<file path="config.mk">
export PLATFORM = sky130hd
export DESIGN_NAME = dccrb_bank
export DESIGN_NICKNAME = d
export VERILOG_FILES = /design/src/dccrb_pkg.sv /design/src/dccrb_irq_if.sv /design/src/dccrb_bank.sv /design/src/dccrb_irq_unit.sv
export SDC_FILE = /design/constraint.sdc
export NUM_CORES = 1
export LEC_CHECK = 0
export BUFFER_PORTS_ARGS = -buffer_cell sky130_fd_sc_hd__buf_2
export CAP_MARGIN = 15
export CORE_AREA = 2 2 180 182
export DETAILED_ROUTE_END_ITERATION = 10
export DIE_AREA = 0 0 182 184
export MAX_ROUTING_LAYER = met4
export PLACE_DENSITY = 0.5
export SYNTH_ARGS = -nofsm -noshare
export SYNTH_HDL_FRONTEND = slang
export SYNTH_SLANG_ARGS = --single-unit
export TNS_END_PERCENT = 5
</file>
<file path="constraint.sdc">
create_clock -name i_mclk -period 2.7 [get_ports i_mclk]
set_clock_uncertainty 0.2 [all_clocks]
set_input_delay 0.405 -clock i_mclk [delete_from_list [all_inputs] [get_ports i_mclk]]
set_output_delay 0.405 -clock i_mclk [all_outputs]
set_load 0.05 [all_outputs]
</file>
<file path="src/dccrb_pkg.sv">
// Shared offsets, field positions and reset values of the control bank
package dccrb_pkg;

  // ==========================================================
  // Byte offsets from the assigned I/O base address
  localparam logic [7:0] DCCRB_OFF_BOARD_EN   = 8'h00;
  localparam logic [7:0] DCCRB_OFF_EXT_CTRL   = 8'h02;
  localparam logic [7:0] DCCRB_OFF_EE_DATA    = 8'h03;
  localparam logic [7:0] DCCRB_OFF_IRQ_MASK   = 8'h05;
  localparam logic [7:0] DCCRB_OFF_PIN_STAT   = 8'h07;
  localparam logic [7:0] DCCRB_OFF_IRQ_POL    = 8'h2a;
  localparam logic [7:0] DCCRB_OFF_TIMER_C0   = 8'hc0;
  localparam logic [7:0] DCCRB_OFF_TIMER_C1   = 8'hc4;
  localparam logic [7:0] DCCRB_OFF_TIMER_C2   = 8'hc8;
  localparam logic [7:0] DCCRB_OFF_TIMER_CW   = 8'hcc;
  localparam logic [7:0] DCCRB_OFF_CONV_LO    = 8'hd0;
  localparam logic [7:0] DCCRB_OFF_CONV_HI    = 8'hd4;
  localparam logic [7:0] DCCRB_OFF_DIO_LO     = 8'hd8;
  localparam logic [7:0] DCCRB_OFF_DIO_HI     = 8'hdc;
  localparam logic [7:0] DCCRB_OFF_GAIN_SEL   = 8'he0;
  localparam logic [7:0] DCCRB_OFF_CONV_MODE  = 8'he4;
  localparam logic [7:0] DCCRB_OFF_SOFT_TRIG  = 8'he8;
  localparam logic [7:0] DCCRB_OFF_CONV_STAT  = 8'hec;

  // ==========================================================
  // Field positions
  localparam int DCCRB_BOARD_EN_BIT  = 0;
  localparam int DCCRB_SOFT_TRIG_BIT = 0;
  localparam int DCCRB_IRQ_BITS      = 2;

  // ==========================================================
  // Reset values
  localparam logic [7:0] DCCRB_RST_BYTE   = 8'h00;
  localparam logic [1:0] DCCRB_RST_MASK   = 2'h0;
  localparam logic [1:0] DCCRB_RST_POL    = 2'h0;
  localparam logic [11:0] DCCRB_RST_DAC   = 12'h000;
  localparam logic [15:0] DCCRB_RST_DOUT  = 16'h0000;

  // Offset of an access from the base, and whether it falls in the window
  function automatic logic [16:0] dccrb_rel(input logic [15:0] addr,
                                           input logic [15:0] base);
    logic [15:0] diff;
    diff = addr - base;
    dccrb_rel = {(addr >= base) && (diff[15:8] == 8'h00), diff};
  endfunction : dccrb_rel

endpackage : dccrb_pkg
</file>
<file path="src/dccrb_irq_if.sv">
// Carrier between the register bank and its interrupt unit
`timescale 1ns/1ps
`default_nettype none
interface dccrb_irq_if;
  logic       mask_wr;   // Write strobe, mask register
  logic       pol_wr;    // Write strobe, polarity register
  logic [7:0] wdata;     // Host write byte
  logic [1:0] mask;      // Enable bits, source 1..0
  logic [1:0] pol;       // Pass bits, source 1..0
  logic [1:0] src;       // Filtered source levels
  modport bank (output mask_wr, output pol_wr, output wdata,
                input mask, input pol, input src);
  modport unit (input mask_wr, input pol_wr, input wdata,
                output mask, output pol, output src);
endinterface : dccrb_irq_if
`default_nettype wire

</file>
<file path="src/dccrb_bank.sv">
// Host-visible control register bank of the acquisition card
`timescale 1ns/1ps
`default_nettype none

// Behaviour
// - Enable bit resets low, gating digital I/O
// - Mask bits 1..0 enable sources, reset zero
// - Polarity zero inverts, one passes; upper zero
// - Status shows sources, EEPROM state, board ident
// - Extension control byte read/write, internal use
// - EEPROM data byte read/write, drives EEPROM pins
// - Timer counters RW, control word write-only
// - Converter and digital bytes decoded from base
// - Acquisition control writes, status read-only
module dccrb_bank
  import dccrb_pkg::*;
#(
  parameter logic [3:0] BOARD_IDENT = 4'h5  // Arbitrary value
) (
  input  wire logic        i_mclk,              // System clock, 10 MHz
  input  wire logic        i_rst_n,             // Async reset, active low
  input  wire logic [15:0] i_io_addr,           // Host I/O address
  input  wire logic [15:0] i_io_base_address,   // Assigned base
  input  wire logic        i_io_rd,             // Read strobe, one cycle
  input  wire logic        i_io_wr,             // Write strobe, one cycle
  input  wire logic [7:0]  i_io_wdata,          // Write byte
  output logic [7:0]       o_io_rdata,          // Read byte
  output logic             o_io_rd_valid,       // Read answer pulse
  input  wire logic        i_irq_source_0,      // Interrupt source 0 pin
  input  wire logic        i_irq_source_1,      // Interrupt source 1 pin
  output logic             o_irq,               // Host interrupt line
  input  wire logic [1:0]  i_eeprom_state,      // EEPROM control pins
  output logic [7:0]       o_extension_control, // Extension control
  output logic [7:0]       o_eeprom_data_ctrl,  // EEPROM control lines
  output logic             o_board_enable,      // Board enable level
  input  wire logic [23:0] i_timer_rdata,       // Counters 2..0 bytes
  output logic             o_timer_wr,          // Timer write pulse
  output logic [1:0]       o_timer_port,        // Timer port index
  output logic [7:0]       o_timer_wdata,       // Timer write byte
  input  wire logic [11:0] i_adc_data,          // Converter result
  input  wire logic        i_adc_ready,         // Conversion done
  output logic [11:0]      o_dac_data,          // Output converter word
  output logic             o_dac_load,          // Output word updated
  input  wire logic [15:0] i_digital_in,        // Digital input pins
  output logic [15:0]      o_digital_out,       // Digital output pins
  output logic [7:0]       o_gain_channel,      // Gain and channel
  output logic [7:0]       o_conv_mode,         // Conversion mode
  output logic             o_soft_trigger       // Trigger pulse
);

  // ==========================================================
  // Address decode
  logic [16:0] rel;
  logic        hit;
  logic [7:0]  off;
  logic        rd_go;
  logic        wr_go;

  // The base is whatever firmware assigned; only the offset matters
  assign rel   = dccrb_rel(i_io_addr, i_io_base_address);
  assign hit   = rel[16];
  assign off   = rel[7:0];
  assign rd_go = i_io_rd && hit;
  assign wr_go = i_io_wr && hit;

  // Write selects
  logic w_en;
  logic w_ext;
  logic w_ee;
  logic w_mask;
  logic w_pol;
  logic w_timer;
  logic w_dac_lo;
  logic w_dac_hi;
  logic w_do_lo;
  logic w_do_hi;
  logic w_gain;
  logic w_mode;
  logic w_trig;

  assign w_en     = wr_go && (off == DCCRB_OFF_BOARD_EN);
  assign w_ext    = wr_go && (off == DCCRB_OFF_EXT_CTRL);
  assign w_ee     = wr_go && (off == DCCRB_OFF_EE_DATA);
  assign w_mask   = wr_go && (off == DCCRB_OFF_IRQ_MASK);
  assign w_pol    = wr_go && (off == DCCRB_OFF_IRQ_POL);
  // All four timer ports accept writes, the fourth being the control word
  assign w_timer  = wr_go && (off[7:4] == 4'hc) && (off[1:0] == 2'h0);
  assign w_dac_lo = wr_go && (off == DCCRB_OFF_CONV_LO);
  assign w_dac_hi = wr_go && (off == DCCRB_OFF_CONV_HI);
  assign w_do_lo  = wr_go && (off == DCCRB_OFF_DIO_LO);
  assign w_do_hi  = wr_go && (off == DCCRB_OFF_DIO_HI);
  assign w_gain   = wr_go && (off == DCCRB_OFF_GAIN_SEL);
  assign w_mode   = wr_go && (off == DCCRB_OFF_CONV_MODE);
  assign w_trig   = wr_go && (off == DCCRB_OFF_SOFT_TRIG);

  // ==========================================================
  // Interrupt unit
  dccrb_irq_if irq_bus ();

  assign irq_bus.mask_wr = w_mask;
  assign irq_bus.pol_wr  = w_pol;
  assign irq_bus.wdata   = i_io_wdata;

  dccrb_irq_unit u_irq (
    .i_mclk         (i_mclk),
    .i_rst_n        (i_rst_n),
    .i_irq_source_0 (i_irq_source_0),
    .i_irq_source_1 (i_irq_source_1),
    .bus            (irq_bus.unit),
    .o_irq          (o_irq)
  );

  // ==========================================================
  // Pin synchroniser for digital inputs and EEPROM state
  logic [17:0] ps1_q;
  logic [17:0] ps2_q;
  logic [17:0] ps3_q;
  logic [17:0] pin_q;

  // Stage 1 feeds only stage 2; filtering waits for stages 2 and 3
  always_ff @(posedge i_mclk or negedge i_rst_n) begin
    if (!i_rst_n) begin
      ps1_q <= 18'h00000;
      ps2_q <= 18'h00000;
      ps3_q <= 18'h00000;
    end else begin
      ps1_q <= {i_eeprom_state, i_digital_in};
      ps2_q <= ps1_q;
      ps3_q <= ps2_q;
    end
  end

  // Accept each bit only when two stages agree
  always_ff @(posedge i_mclk or negedge i_rst_n) begin
    if (!i_rst_n) begin
      pin_q <= 18'h00000;
    end else begin
      pin_q <= (ps2_q & ps3_q) | (pin_q & (ps2_q | ps3_q));
    end
  end

  // ==========================================================
  // Control registers
  logic        en_q;
  logic [7:0]  ext_q;
  logic [7:0]  ee_q;
  logic [7:0]  dac_lo_q;
  logic [11:0] dac_q;
  logic        dac_ld_q;
  logic [15:0] dout_q;
  logic [7:0]  gain_q;
  logic [7:0]  mode_q;
  logic        trig_q;

  // Board enable starts low after power-up
  always_ff @(posedge i_mclk or negedge i_rst_n) begin
    if (!i_rst_n) begin
      en_q <= 1'b0;
    end else if (w_en) begin
      en_q <= i_io_wdata[DCCRB_BOARD_EN_BIT];
    end
  end

  // Extension and EEPROM bytes are plain read/write storage
  always_ff @(posedge i_mclk or negedge i_rst_n) begin
    if (!i_rst_n) begin
      ext_q <= DCCRB_RST_BYTE;
      ee_q  <= DCCRB_RST_BYTE;
    end else begin
      if (w_ext) begin
        ext_q <= i_io_wdata;
      end
      if (w_ee) begin
        ee_q <= i_io_wdata;
      end
    end
  end

  // Double-buffered output converter: low byte is held until the
  // high byte lands, so the analogue output never shows a torn word.
  // Enabling the board first is software's duty, not gated here.
  always_ff @(posedge i_mclk or negedge i_rst_n) begin
    if (!i_rst_n) begin
      dac_lo_q <= DCCRB_RST_BYTE;
      dac_q    <= DCCRB_RST_DAC;
      dac_ld_q <= 1'b0;
    end else begin
      dac_ld_q <= w_dac_hi;
      if (w_dac_lo) begin
        dac_lo_q <= i_io_wdata;
      end
      if (w_dac_hi) begin
        dac_q <= {i_io_wdata[3:0], dac_lo_q};
      end
    end
  end

  // Digital outputs clear and ignore writes while the board is disabled
  always_ff @(posedge i_mclk or negedge i_rst_n) begin
    if (!i_rst_n) begin
      dout_q <= DCCRB_RST_DOUT;
    end else if (!en_q) begin
      dout_q <= DCCRB_RST_DOUT;
    end else begin
      if (w_do_lo) begin
        dout_q[7:0] <= i_io_wdata;
      end
      if (w_do_hi) begin
        dout_q[15:8] <= i_io_wdata;
      end
    end
  end

  // Acquisition control bytes; the trigger is a single-cycle pulse
  always_ff @(posedge i_mclk or negedge i_rst_n) begin
    if (!i_rst_n) begin
      gain_q <= DCCRB_RST_BYTE;
      mode_q <= DCCRB_RST_BYTE;
      trig_q <= 1'b0;
    end else begin
      trig_q <= w_trig && i_io_wdata[DCCRB_SOFT_TRIG_BIT];
      if (w_gain) begin
        gain_q <= i_io_wdata;
      end
      if (w_mode) begin
        mode_q <= i_io_wdata;
      end
    end
  end

  // Timer writes are forwarded as a registered port access
  always_ff @(posedge i_mclk or negedge i_rst_n) begin
    if (!i_rst_n) begin
      o_timer_wr    <= 1'b0;
      o_timer_port  <= 2'h0;
      o_timer_wdata <= DCCRB_RST_BYTE;
    end else begin
      o_timer_wr <= w_timer;
      if (w_timer) begin
        o_timer_port  <= off[3:2];
        o_timer_wdata <= i_io_wdata;
      end
    end
  end

  // ==========================================================
  // Read path
  logic [7:0]  stat_byte;
  logic [7:0]  timer_byte;
  logic [15:0] din_gated;
  logic [7:0]  rd_mux;

  // Status: sources, EEPROM pins, fixed board ident nibble
  assign stat_byte  = {BOARD_IDENT, pin_q[17:16], irq_bus.src};
  assign timer_byte = i_timer_rdata[{off[3:2], 3'b000} +: 8];
  // Digital inputs read zero while the board is disabled
  assign din_gated  = en_q ? pin_q[15:0] : 16'h0000;

  // Reserved reads and unmapped offsets return zero
  assign rd_mux =
    (off == DCCRB_OFF_BOARD_EN)  ? {7'h00, en_q} :
    (off == DCCRB_OFF_EXT_CTRL)  ? ext_q :
    (off == DCCRB_OFF_EE_DATA)   ? ee_q :
    (off == DCCRB_OFF_IRQ_MASK)  ? {6'h00, irq_bus.mask} :
    (off == DCCRB_OFF_PIN_STAT)  ? stat_byte :
    (off == DCCRB_OFF_IRQ_POL)   ? {6'h00, irq_bus.pol} :
    (off == DCCRB_OFF_TIMER_C0)  ? timer_byte :
    (off == DCCRB_OFF_TIMER_C1)  ? timer_byte :
    (off == DCCRB_OFF_TIMER_C2)  ? timer_byte :
    (off == DCCRB_OFF_CONV_LO)   ? i_adc_data[7:0] :
    (off == DCCRB_OFF_CONV_HI)   ? {4'h0, i_adc_data[11:8]} :
    (off == DCCRB_OFF_DIO_LO)    ? din_gated[7:0] :
    (off == DCCRB_OFF_DIO_HI)    ? din_gated[15:8] :
    (off == DCCRB_OFF_CONV_STAT) ? {7'h00, i_adc_ready} :
    8'h00;

  // Answer one cycle after the strobe; a miss still answers with zero
  always_ff @(posedge i_mclk or negedge i_rst_n) begin
    if (!i_rst_n) begin
      o_io_rdata    <= DCCRB_RST_BYTE;
      o_io_rd_valid <= 1'b0;
    end else begin
      o_io_rd_valid <= i_io_rd;
      if (i_io_rd) begin
        o_io_rdata <= rd_go ? rd_mux : 8'h00;
      end
    end
  end

  // ==========================================================
  // Outputs
  assign o_board_enable      = en_q;
  assign o_extension_control = ext_q;
  assign o_eeprom_data_ctrl  = ee_q;
  assign o_dac_data          = dac_q;
  assign o_dac_load          = dac_ld_q;
  assign o_digital_out       = dout_q;
  assign o_gain_channel      = gain_q;
  assign o_conv_mode         = mode_q;
  assign o_soft_trigger      = trig_q;

endmodule : dccrb_bank
`default_nettype wire

</file>
<file path="src/dccrb_irq_unit.sv">
// Interrupt mask, polarity and source filter of the control bank
`timescale 1ns/1ps
`default_nettype none
module dccrb_irq_unit
  import dccrb_pkg::*;
(
  input  wire logic   i_mclk,            // System clock
  input  wire logic   i_rst_n,           // Async reset, active low
  input  wire logic   i_irq_source_0,    // Source 0 pin
  input  wire logic   i_irq_source_1,    // Source 1 pin
  dccrb_irq_if.unit   bus,               // Bank side
  output logic        o_irq              // Host interrupt line
);

  logic [1:0] s1_q;
  logic [1:0] s2_q;
  logic [1:0] s3_q;
  logic [1:0] src_q;
  logic [1:0] mask_q;
  logic [1:0] pol_q;
  logic [1:0] shaped;

  // ==========================================================
  // Three-stage pin synchroniser; a level counts once stages 2 and 3 agree
  always_ff @(posedge i_mclk or negedge i_rst_n) begin
    if (!i_rst_n) begin
      s1_q  <= 2'h0;
      s2_q  <= 2'h0;
      s3_q  <= 2'h0;
      src_q <= 2'h0;
    end else begin
      s1_q <= {i_irq_source_1, i_irq_source_0};
      s2_q <= s1_q;
      s3_q <= s2_q;
      for (int i = 0; i < DCCRB_IRQ_BITS; i++) begin
        if (s2_q[i] == s3_q[i]) begin
          src_q[i] <= s3_q[i];
        end
      end
    end
  end

  // ==========================================================
  // Mask and polarity registers, only bits 1..0 are kept
  always_ff @(posedge i_mclk or negedge i_rst_n) begin
    if (!i_rst_n) begin
      mask_q <= DCCRB_RST_MASK;
      pol_q  <= DCCRB_RST_POL;
    end else begin
      if (bus.mask_wr) begin
        mask_q <= bus.wdata[1:0];
      end
      if (bus.pol_wr) begin
        pol_q <= bus.wdata[1:0];
      end
    end
  end

  // Zero in a polarity bit inverts the source, one passes it
  assign shaped = (src_q & pol_q) | (~src_q & ~pol_q);

  // Registered OR of enabled, shaped sources
  always_ff @(posedge i_mclk or negedge i_rst_n) begin
    if (!i_rst_n) begin
      o_irq <= 1'b0;
    end else begin
      o_irq <= |(shaped & mask_q);
    end
  end

  assign bus.mask = mask_q;
  assign bus.pol  = pol_q;
  assign bus.src  = src_q;

endmodule : dccrb_irq_unit
`default_nettype wire

</file>
; ---- Word-level counts from Yosys, hierarchy flattened
; Index checks and enable logic that the tools add are counted.
; W data, S select, Z words.
[totals]
regBits = 176
input_bits = 101
wordCells = 103
[op_classes]
n_lt_le_gt_ge = 1
n_mux = 19
reduce_logical = 22
eq_ne = 21
shifts = 1
n_bitwise = 10
add_sub_neg = 1
[ops]
columns = cell, n
row1 = $mux W8, 16
row2 = $eq A8 B8 Y1 const B, 11
row3 = $and A18 B18 Y18, 2
row4 = $or A18 B18 Y18, 2
row5 = $mux W16, 2
row6 = $shiftx A24 B6 Y8, 1
row7 = $logic_and A1 B1 Y1, 18
row8 = $eq A8 B2 Y1 const B, 2
row9 = $eq A8 B3 Y1 const B, 2
row10 = $ge A16 B16 Y1, 1
row11 = $logic_not A8 Y1, 2
row12 = $sub A16 B16 Y16, 1
row13 = $eq A8 B6 Y1 const B, 1
row14 = $and A2 B2 Y2, 3
row15 = $eq A4 B4 Y1 const B, 1
row16 = $ne A2 B2 Y1 const B, 2
row17 = $not A2 Y2, 2
row18 = $eq A1 B1 Y1, 2
row19 = $logic_not A2 Y1, 1
row20 = $or A2 B2 Y2, 1
row21 = $reduce_or A2 Y1, 1
row22 = $mux W1, 1

; ---- Depth between registers and ports, before layout
[logic_depth]
ltp_word = 17
ltp_mapped = 13
ltp_nobuf = 11

; ---- Cells and area by module
; Synthesis repeated with hierarchy kept, for this count alone.
[unflattened]
hier_cells = 682
area_unflattened_um2 = 8031.5
[modules_own_cells]
columns = module, cells_each, seq_area_each_um2, area_per_inst_um2, n_inst
row1 = dccrb_bank, 660, 4078.9, 7614.8, 1
row2 = dccrb_irq_unit, 22, 325.3, 416.6, 1

; ---- Worst setup path after synthesis
; No wires, ideal clock.
[synth_path]
path_kind = input -> register
start = input i_io_addr[0]
end = register u_irq.mask_q[0], in the netlist u_irq.bus.mask[0]
setup_ns = 0.125
arrival_time_ns = 3.326
slack_ns = -0.951
stages = 12
cell_sequence = inv_1 -> ha_1 -> fa_1 -> nand2b_2 -> a21oi_2 -> o22ai_1 -> mux2i_1 -> o21ai_2 -> or4_1 -> buf_4 -> or4_4 -> mux2_4
[synth_between]
elab_chain_len = 5
[synth_rtl]
columns = element, line
row1 = from (decl), dccrb_bank.sv:22  ; input wire logic [15:0] i_io_addr,
row2 = $sub A16 B16 Y16, dccrb_pkg.sv:43  ; diff = addr - base;
row3 = $logic_not A8 Y1, dccrb_pkg.sv:44  ; dccrb_rel = {(addr >= base) && (diff[15:8] == 8'h00), diff};
row4 = $logic_and A1 B1 Y1, dccrb_pkg.sv:44
row5 = $logic_and A1 B1 Y1, dccrb_bank.sv:64  ; assign wr_go = i_io_wr && hit;
row6 = $logic_and A1 B1 Y1 *, dccrb_bank.sv:84  ; assign w_mask = wr_go && (off == DCCRB_OFF_IRQ_MASK);
row7 = to (signal assigned), dccrb_irq_unit.sv:51  ; mask_q <= bus.wdata[1:0];
row8 = to (decl), dccrb_irq_unit.sv:19  ; logic [1:0] mask_q;
; Mark *: on every way between the ends. The rest lies on a longest branch, timed or not.
; A chain may end at the register's enable or synchronous reset.

; ---- Worst setup path in the final report
[layout_path]
start = input i_io_addr[0]
end = register ee_q[6], in the netlist o_eeprom_data_ctrl[6]
[layout_between]
elab_chain_len = 5
[layout_rtl]
columns = element, line
row1 = $sub A16 B16 Y16, dccrb_pkg.sv:43
row2 = $logic_not A8 Y1, dccrb_pkg.sv:44
row3 = $logic_and A1 B1 Y1, dccrb_pkg.sv:44
row4 = $logic_and A1 B1 Y1, dccrb_bank.sv:64
row5 = $logic_and A1 B1 Y1 *, dccrb_bank.sv:83  ; assign w_ee = wr_go && (off == DCCRB_OFF_EE_DATA);
row6 = to (signal assigned), dccrb_bank.sv:174  ; ee_q <= i_io_wdata;
row7 = to (decl), dccrb_bank.sv:146  ; logic [7:0] ee_q;
; Marks and branches as above.

==> run_results.csv <==
group,metric,value,unit
status,status,"finished with violations",
status,violations,"negative setup slack",
floorplan,initial_core_util,24.9,%
global_routing,grt_first_pass_wirelength,38600,µm
global_routing,track_usage,15.7,%
timing,layout_setup_ws,-0.307,ns
logic_synthesis,ys_seq_area_share,56.4,%
setup_path,crit_path_start_kind,"primary input",
flow_run,drv_cap,0,
pwr,power_density,545,nW/µm²
clocking,clkTransAtPathRegs,0.07,ns
setup_path,crit_type,"primary input to flop",
layout,layout.nets,1074,
clocking,cts_max_level,4,
global_routing,top_usage_layer,"met2",
clocking,clk_latency,0.44,ns
logic_synthesis,syn_nets,752,
placement,dpl-instance-area,10100,µm²
timing,maxSlewHeadroom,61.2,%
logic_synthesis,ys_async_sr_fraction,100,%
clocking,cts_tree,"done",
floorplan,rows,65,
timing,rsz0062_at_grt,"true",
global_routing,grt_pass1_vias,6537,
setup_path,cp-end-kind,"flop",
clocking,cts_inserted_buffers,17,
layout,drive_above_1_share,49.2,%
pwr,peakVddDrop,467,µV
logic_synthesis,synthFlopType,"dfrtp_1",
route,dr.pass1.iters,4,
floorplan,ios,185,
logic_synthesis,ys_ff_latch,176,
clocking,cts_root_buffer,"clkbuf_16",
pwr,p_total,6.32,mW
route,drtAntennaViolNets,0,
logic_synthesis,synth.top_cell.area_share,56.4,%
timing,fmax,333,MHz
logic_synthesis,synth_area_leaders,"dfrtp_1 (56%), mux2_2 (9.8%), ha_1 (2.7%)",
global_routing,met1_usage,20.3,%
timing,finalSetupTns,-13.23,ns
route,avgRoutedWirePerCell,18.1,µm
layout,final_area,11600,µm²
floorplan,die_w,182,µm
timing,hold_viol,0,
layout,syn2layout_area_growth,48.5,%
timing,drv_slew,0,
logic_synthesis,ys_types,73,
logic_synthesis,syn_area_per_cell,12.3,µm²
placement,routabilityCongestion,0.844,
route,num_vias,6252,
logic_synthesis,synth_cells,633,
global_routing,met2_usage,25.1,%
setup_path,path_delay_family,"simple AND/OR/NAND/NOR gates",
global_routing,grt-ovfl-total,0,
setup_path,crit_arrival,3.13,ns
logic_synthesis,ys_warn_count,0,
hold_path,holdCritPathClass,"primary input to flop",
setup_path,crit_chain,"buf_8 -> inv_12 -> ha_4 -> fa_2 -> nand2b_4 -> a21oi_1 -> o31ai_2 -> a21oi_1 -> o21ai_2 -> or4_4 -> buf_8 -> buf_6 -> nor3_4 -> buf_12 -> mux2_2",
floorplan,die_y,184,µm
route,drc,0,
clocking,clock_sinks,176,
clocking,clockBufferDepth,2,
logic_synthesis,synth-edff-count,0,
logic_synthesis,synth_area_leader_cell,"dfrtp_1",
route,drt_iter0_markers,371,
timing,setup_viol,83,
logic_synthesis,synth_area,7810,µm²
global_routing,met3_usage,3.23,%
setup_path,slowest_delay,0.46,ns
setup_path,worst-path-buf-inv,5,
route,via_per_inst,4.56,
placement,numPortBuffers,184,
route,drt-total-wl,24800,µm
floorplan,core,31400,µm²
pwr,p_leak,5.61,nW
setup_path,critPathMaxFanout,8,
global_routing,antenna_found_initial,1,
setup_path,cp_slowest_cell,"or4_4",
setup_path,worst_ep_required_time,2.82,ns
placement,place_hpwl,18000,µm
timing,post-route-period-util,111,%
timing,min_period,3.01,ns
floorplan,die_area,33500,µm²
timing,tightest_slew,0.576,ns
global_routing,grt_max_degree,50,
[worst reg2reg max path: stages, from the launching register on]
cell	delay, ns
dfrtp_1	0.54
buf_4	0.31
inv_1	0.09
nor3_1	0.19
a22oi_1	0.14
a31o_2	0.28
o2bb2ai_2	0.11
[per-stage QoR]
step / setup slack [ns] / hold slack [ns] / std cells / utilization [%]
floorplan: -0.785 / -0.0906 / 633 / -
global placement: -0.921 / 0.134 / 1303 / 32.2
detailed placement: -0.967 / 0.135 / 1303 / 32.2
CTS: -0.392 / 0.112 / 1363 / 36.1
global route: -0.390 / 0.136 / 1371 / 36.9
finish: -0.307 / 0.127 / 1371 / 36.9
[layout by cell type (no fill, tap or decap), types with 11 or more instances in the layout]
cell / synthesis / routed
a21oi_1: 14 / 11
buf_12: 0 / 11
buf_2: 2 / 177
buf_4: 1 / 94
buf_6: 2 / 20
clkbuf_16: 0 / 17
dfrtp_1: 176 / 176
dlygate4sd3_1: 0 / 22
ha_4: 0 / 13
inv_1: 31 / 27
maj3_1: 20 / 20
mux2_2: 68 / 44
mux2_4: 2 / 26
nand2_1: 46 / 46
nand3_1: 12 / 11
nor2_1: 19 / 18
o21ai_0: 26 / 24
o2bb2ai_1: 15 / 14
[where the power goes]
group          total [mW]  internal (mW)  switching [mW]  leakage, nW
Sequential           2.75           2.71          0.0378         2.27
Clock                2.40           1.22            1.17        0.272
Combinational        1.17          0.549           0.625         3.07
Total                6.32           4.49            1.84         5.61
[worst paths after layout]
path                                         end            from  slack [ns]  cells past startpoint
min in group asynchronous      o_gain_channel[6]         i_rst_n        0.24                      2
max                        o_eeprom_data_ctrl[6]    i_io_addr[0]       -0.31                     15
min reg2reg                             ps2_q[2]        ps1_q[2]        0.14                      0
max in group asynchronous              ps3_q[13]         i_rst_n        1.46                      3
max reg2reg                        o_io_rdata[5]  o_board_enable        0.76                      6
min                             o_digital_out[6]   i_io_wdata[6]        0.13                      2
[area by class of cell]
| cell class | instances | area, µm² |
|---|---|---|
| Antenna cell | 1 | 2.50 |
| Sequential cell | 176 | 4400 |
| Tap cell | 402 | 503 |
| Multi-Input combinational cell | 401 | 3660 |
| Inverter | 31 | 131 |
| Timing Repair Buffer | 328 | 2330 |
| Clock buffer | 17 | 425 |
| Clock inverter | 15 | 141 |
| Fill cell | 3136 | 19800 |
[cell usage after synthesis (3+ instances only)]
cell type  count
mux2_2        68
a221oi_1       3
and4_1         4
xor2_1         4
maj3_1        20
o31ai_1        6
dfrtp_1      176
inv_1         31
a31oi_1        6
a21oi_1       14
nand3_1       12
nor2b_1        5
nand2_1       46
nor2_1        19
o2bb2ai_1     15
nand4_1        7
o211ai_1       3
or4_1          6
o21a_1         6
nor4_2         3
mux2i_1        9
ha_1          17
a21o_1         5
xnor2_1        6
a22oi_1        3
nor3_1         7
o21ai_0       26
and3_1         6
or2_2          4
nand2b_1       4
nor4_1         7
clkbuf_1      18
a22o_1         9
a32oi_1        4
[flip-flops by register name, indices dropped and copies added (netlist names), 12 cells and up]
| signal | count |
|---|---|
| pin_q | 18 |
| ps3_q | 18 |
| ps2_q | 18 |
| o_dac_data | 12 |
| ps1_q | 18 |
| o_digital_out | 16 |
[logic make-up after synthesis]
family	count (synthesis)	share of synthesized area, %
DFF	176	56.4
and+or+nand+nor	145	10.5
adders and majority gates	38	5.54
xor gates and xnor gates	10	1.12
buffers and inverters	56	2.96
muxes	79	11.3
AOI/OAI and AO/OA	129	12.1
[layer usage]
metal / wire, µm / vias up
met2: 11600 / 159
met3: 1240 / 15
met1: 11600 / 3118
met5: 0 / -
li1: - / 2960
met4: 297 / 0
[timing repair]
item                       in CTS  in global routing
gates cloned                    1                  0
pin swaps                      23                 18
setup endpoints to repair      93                 91
hold endpoints to repair       55                  0
setup buffers                   5                  7
hold buffers                   22                  0
resized for setup              72                 37
(Power assumes the default switching activity.)
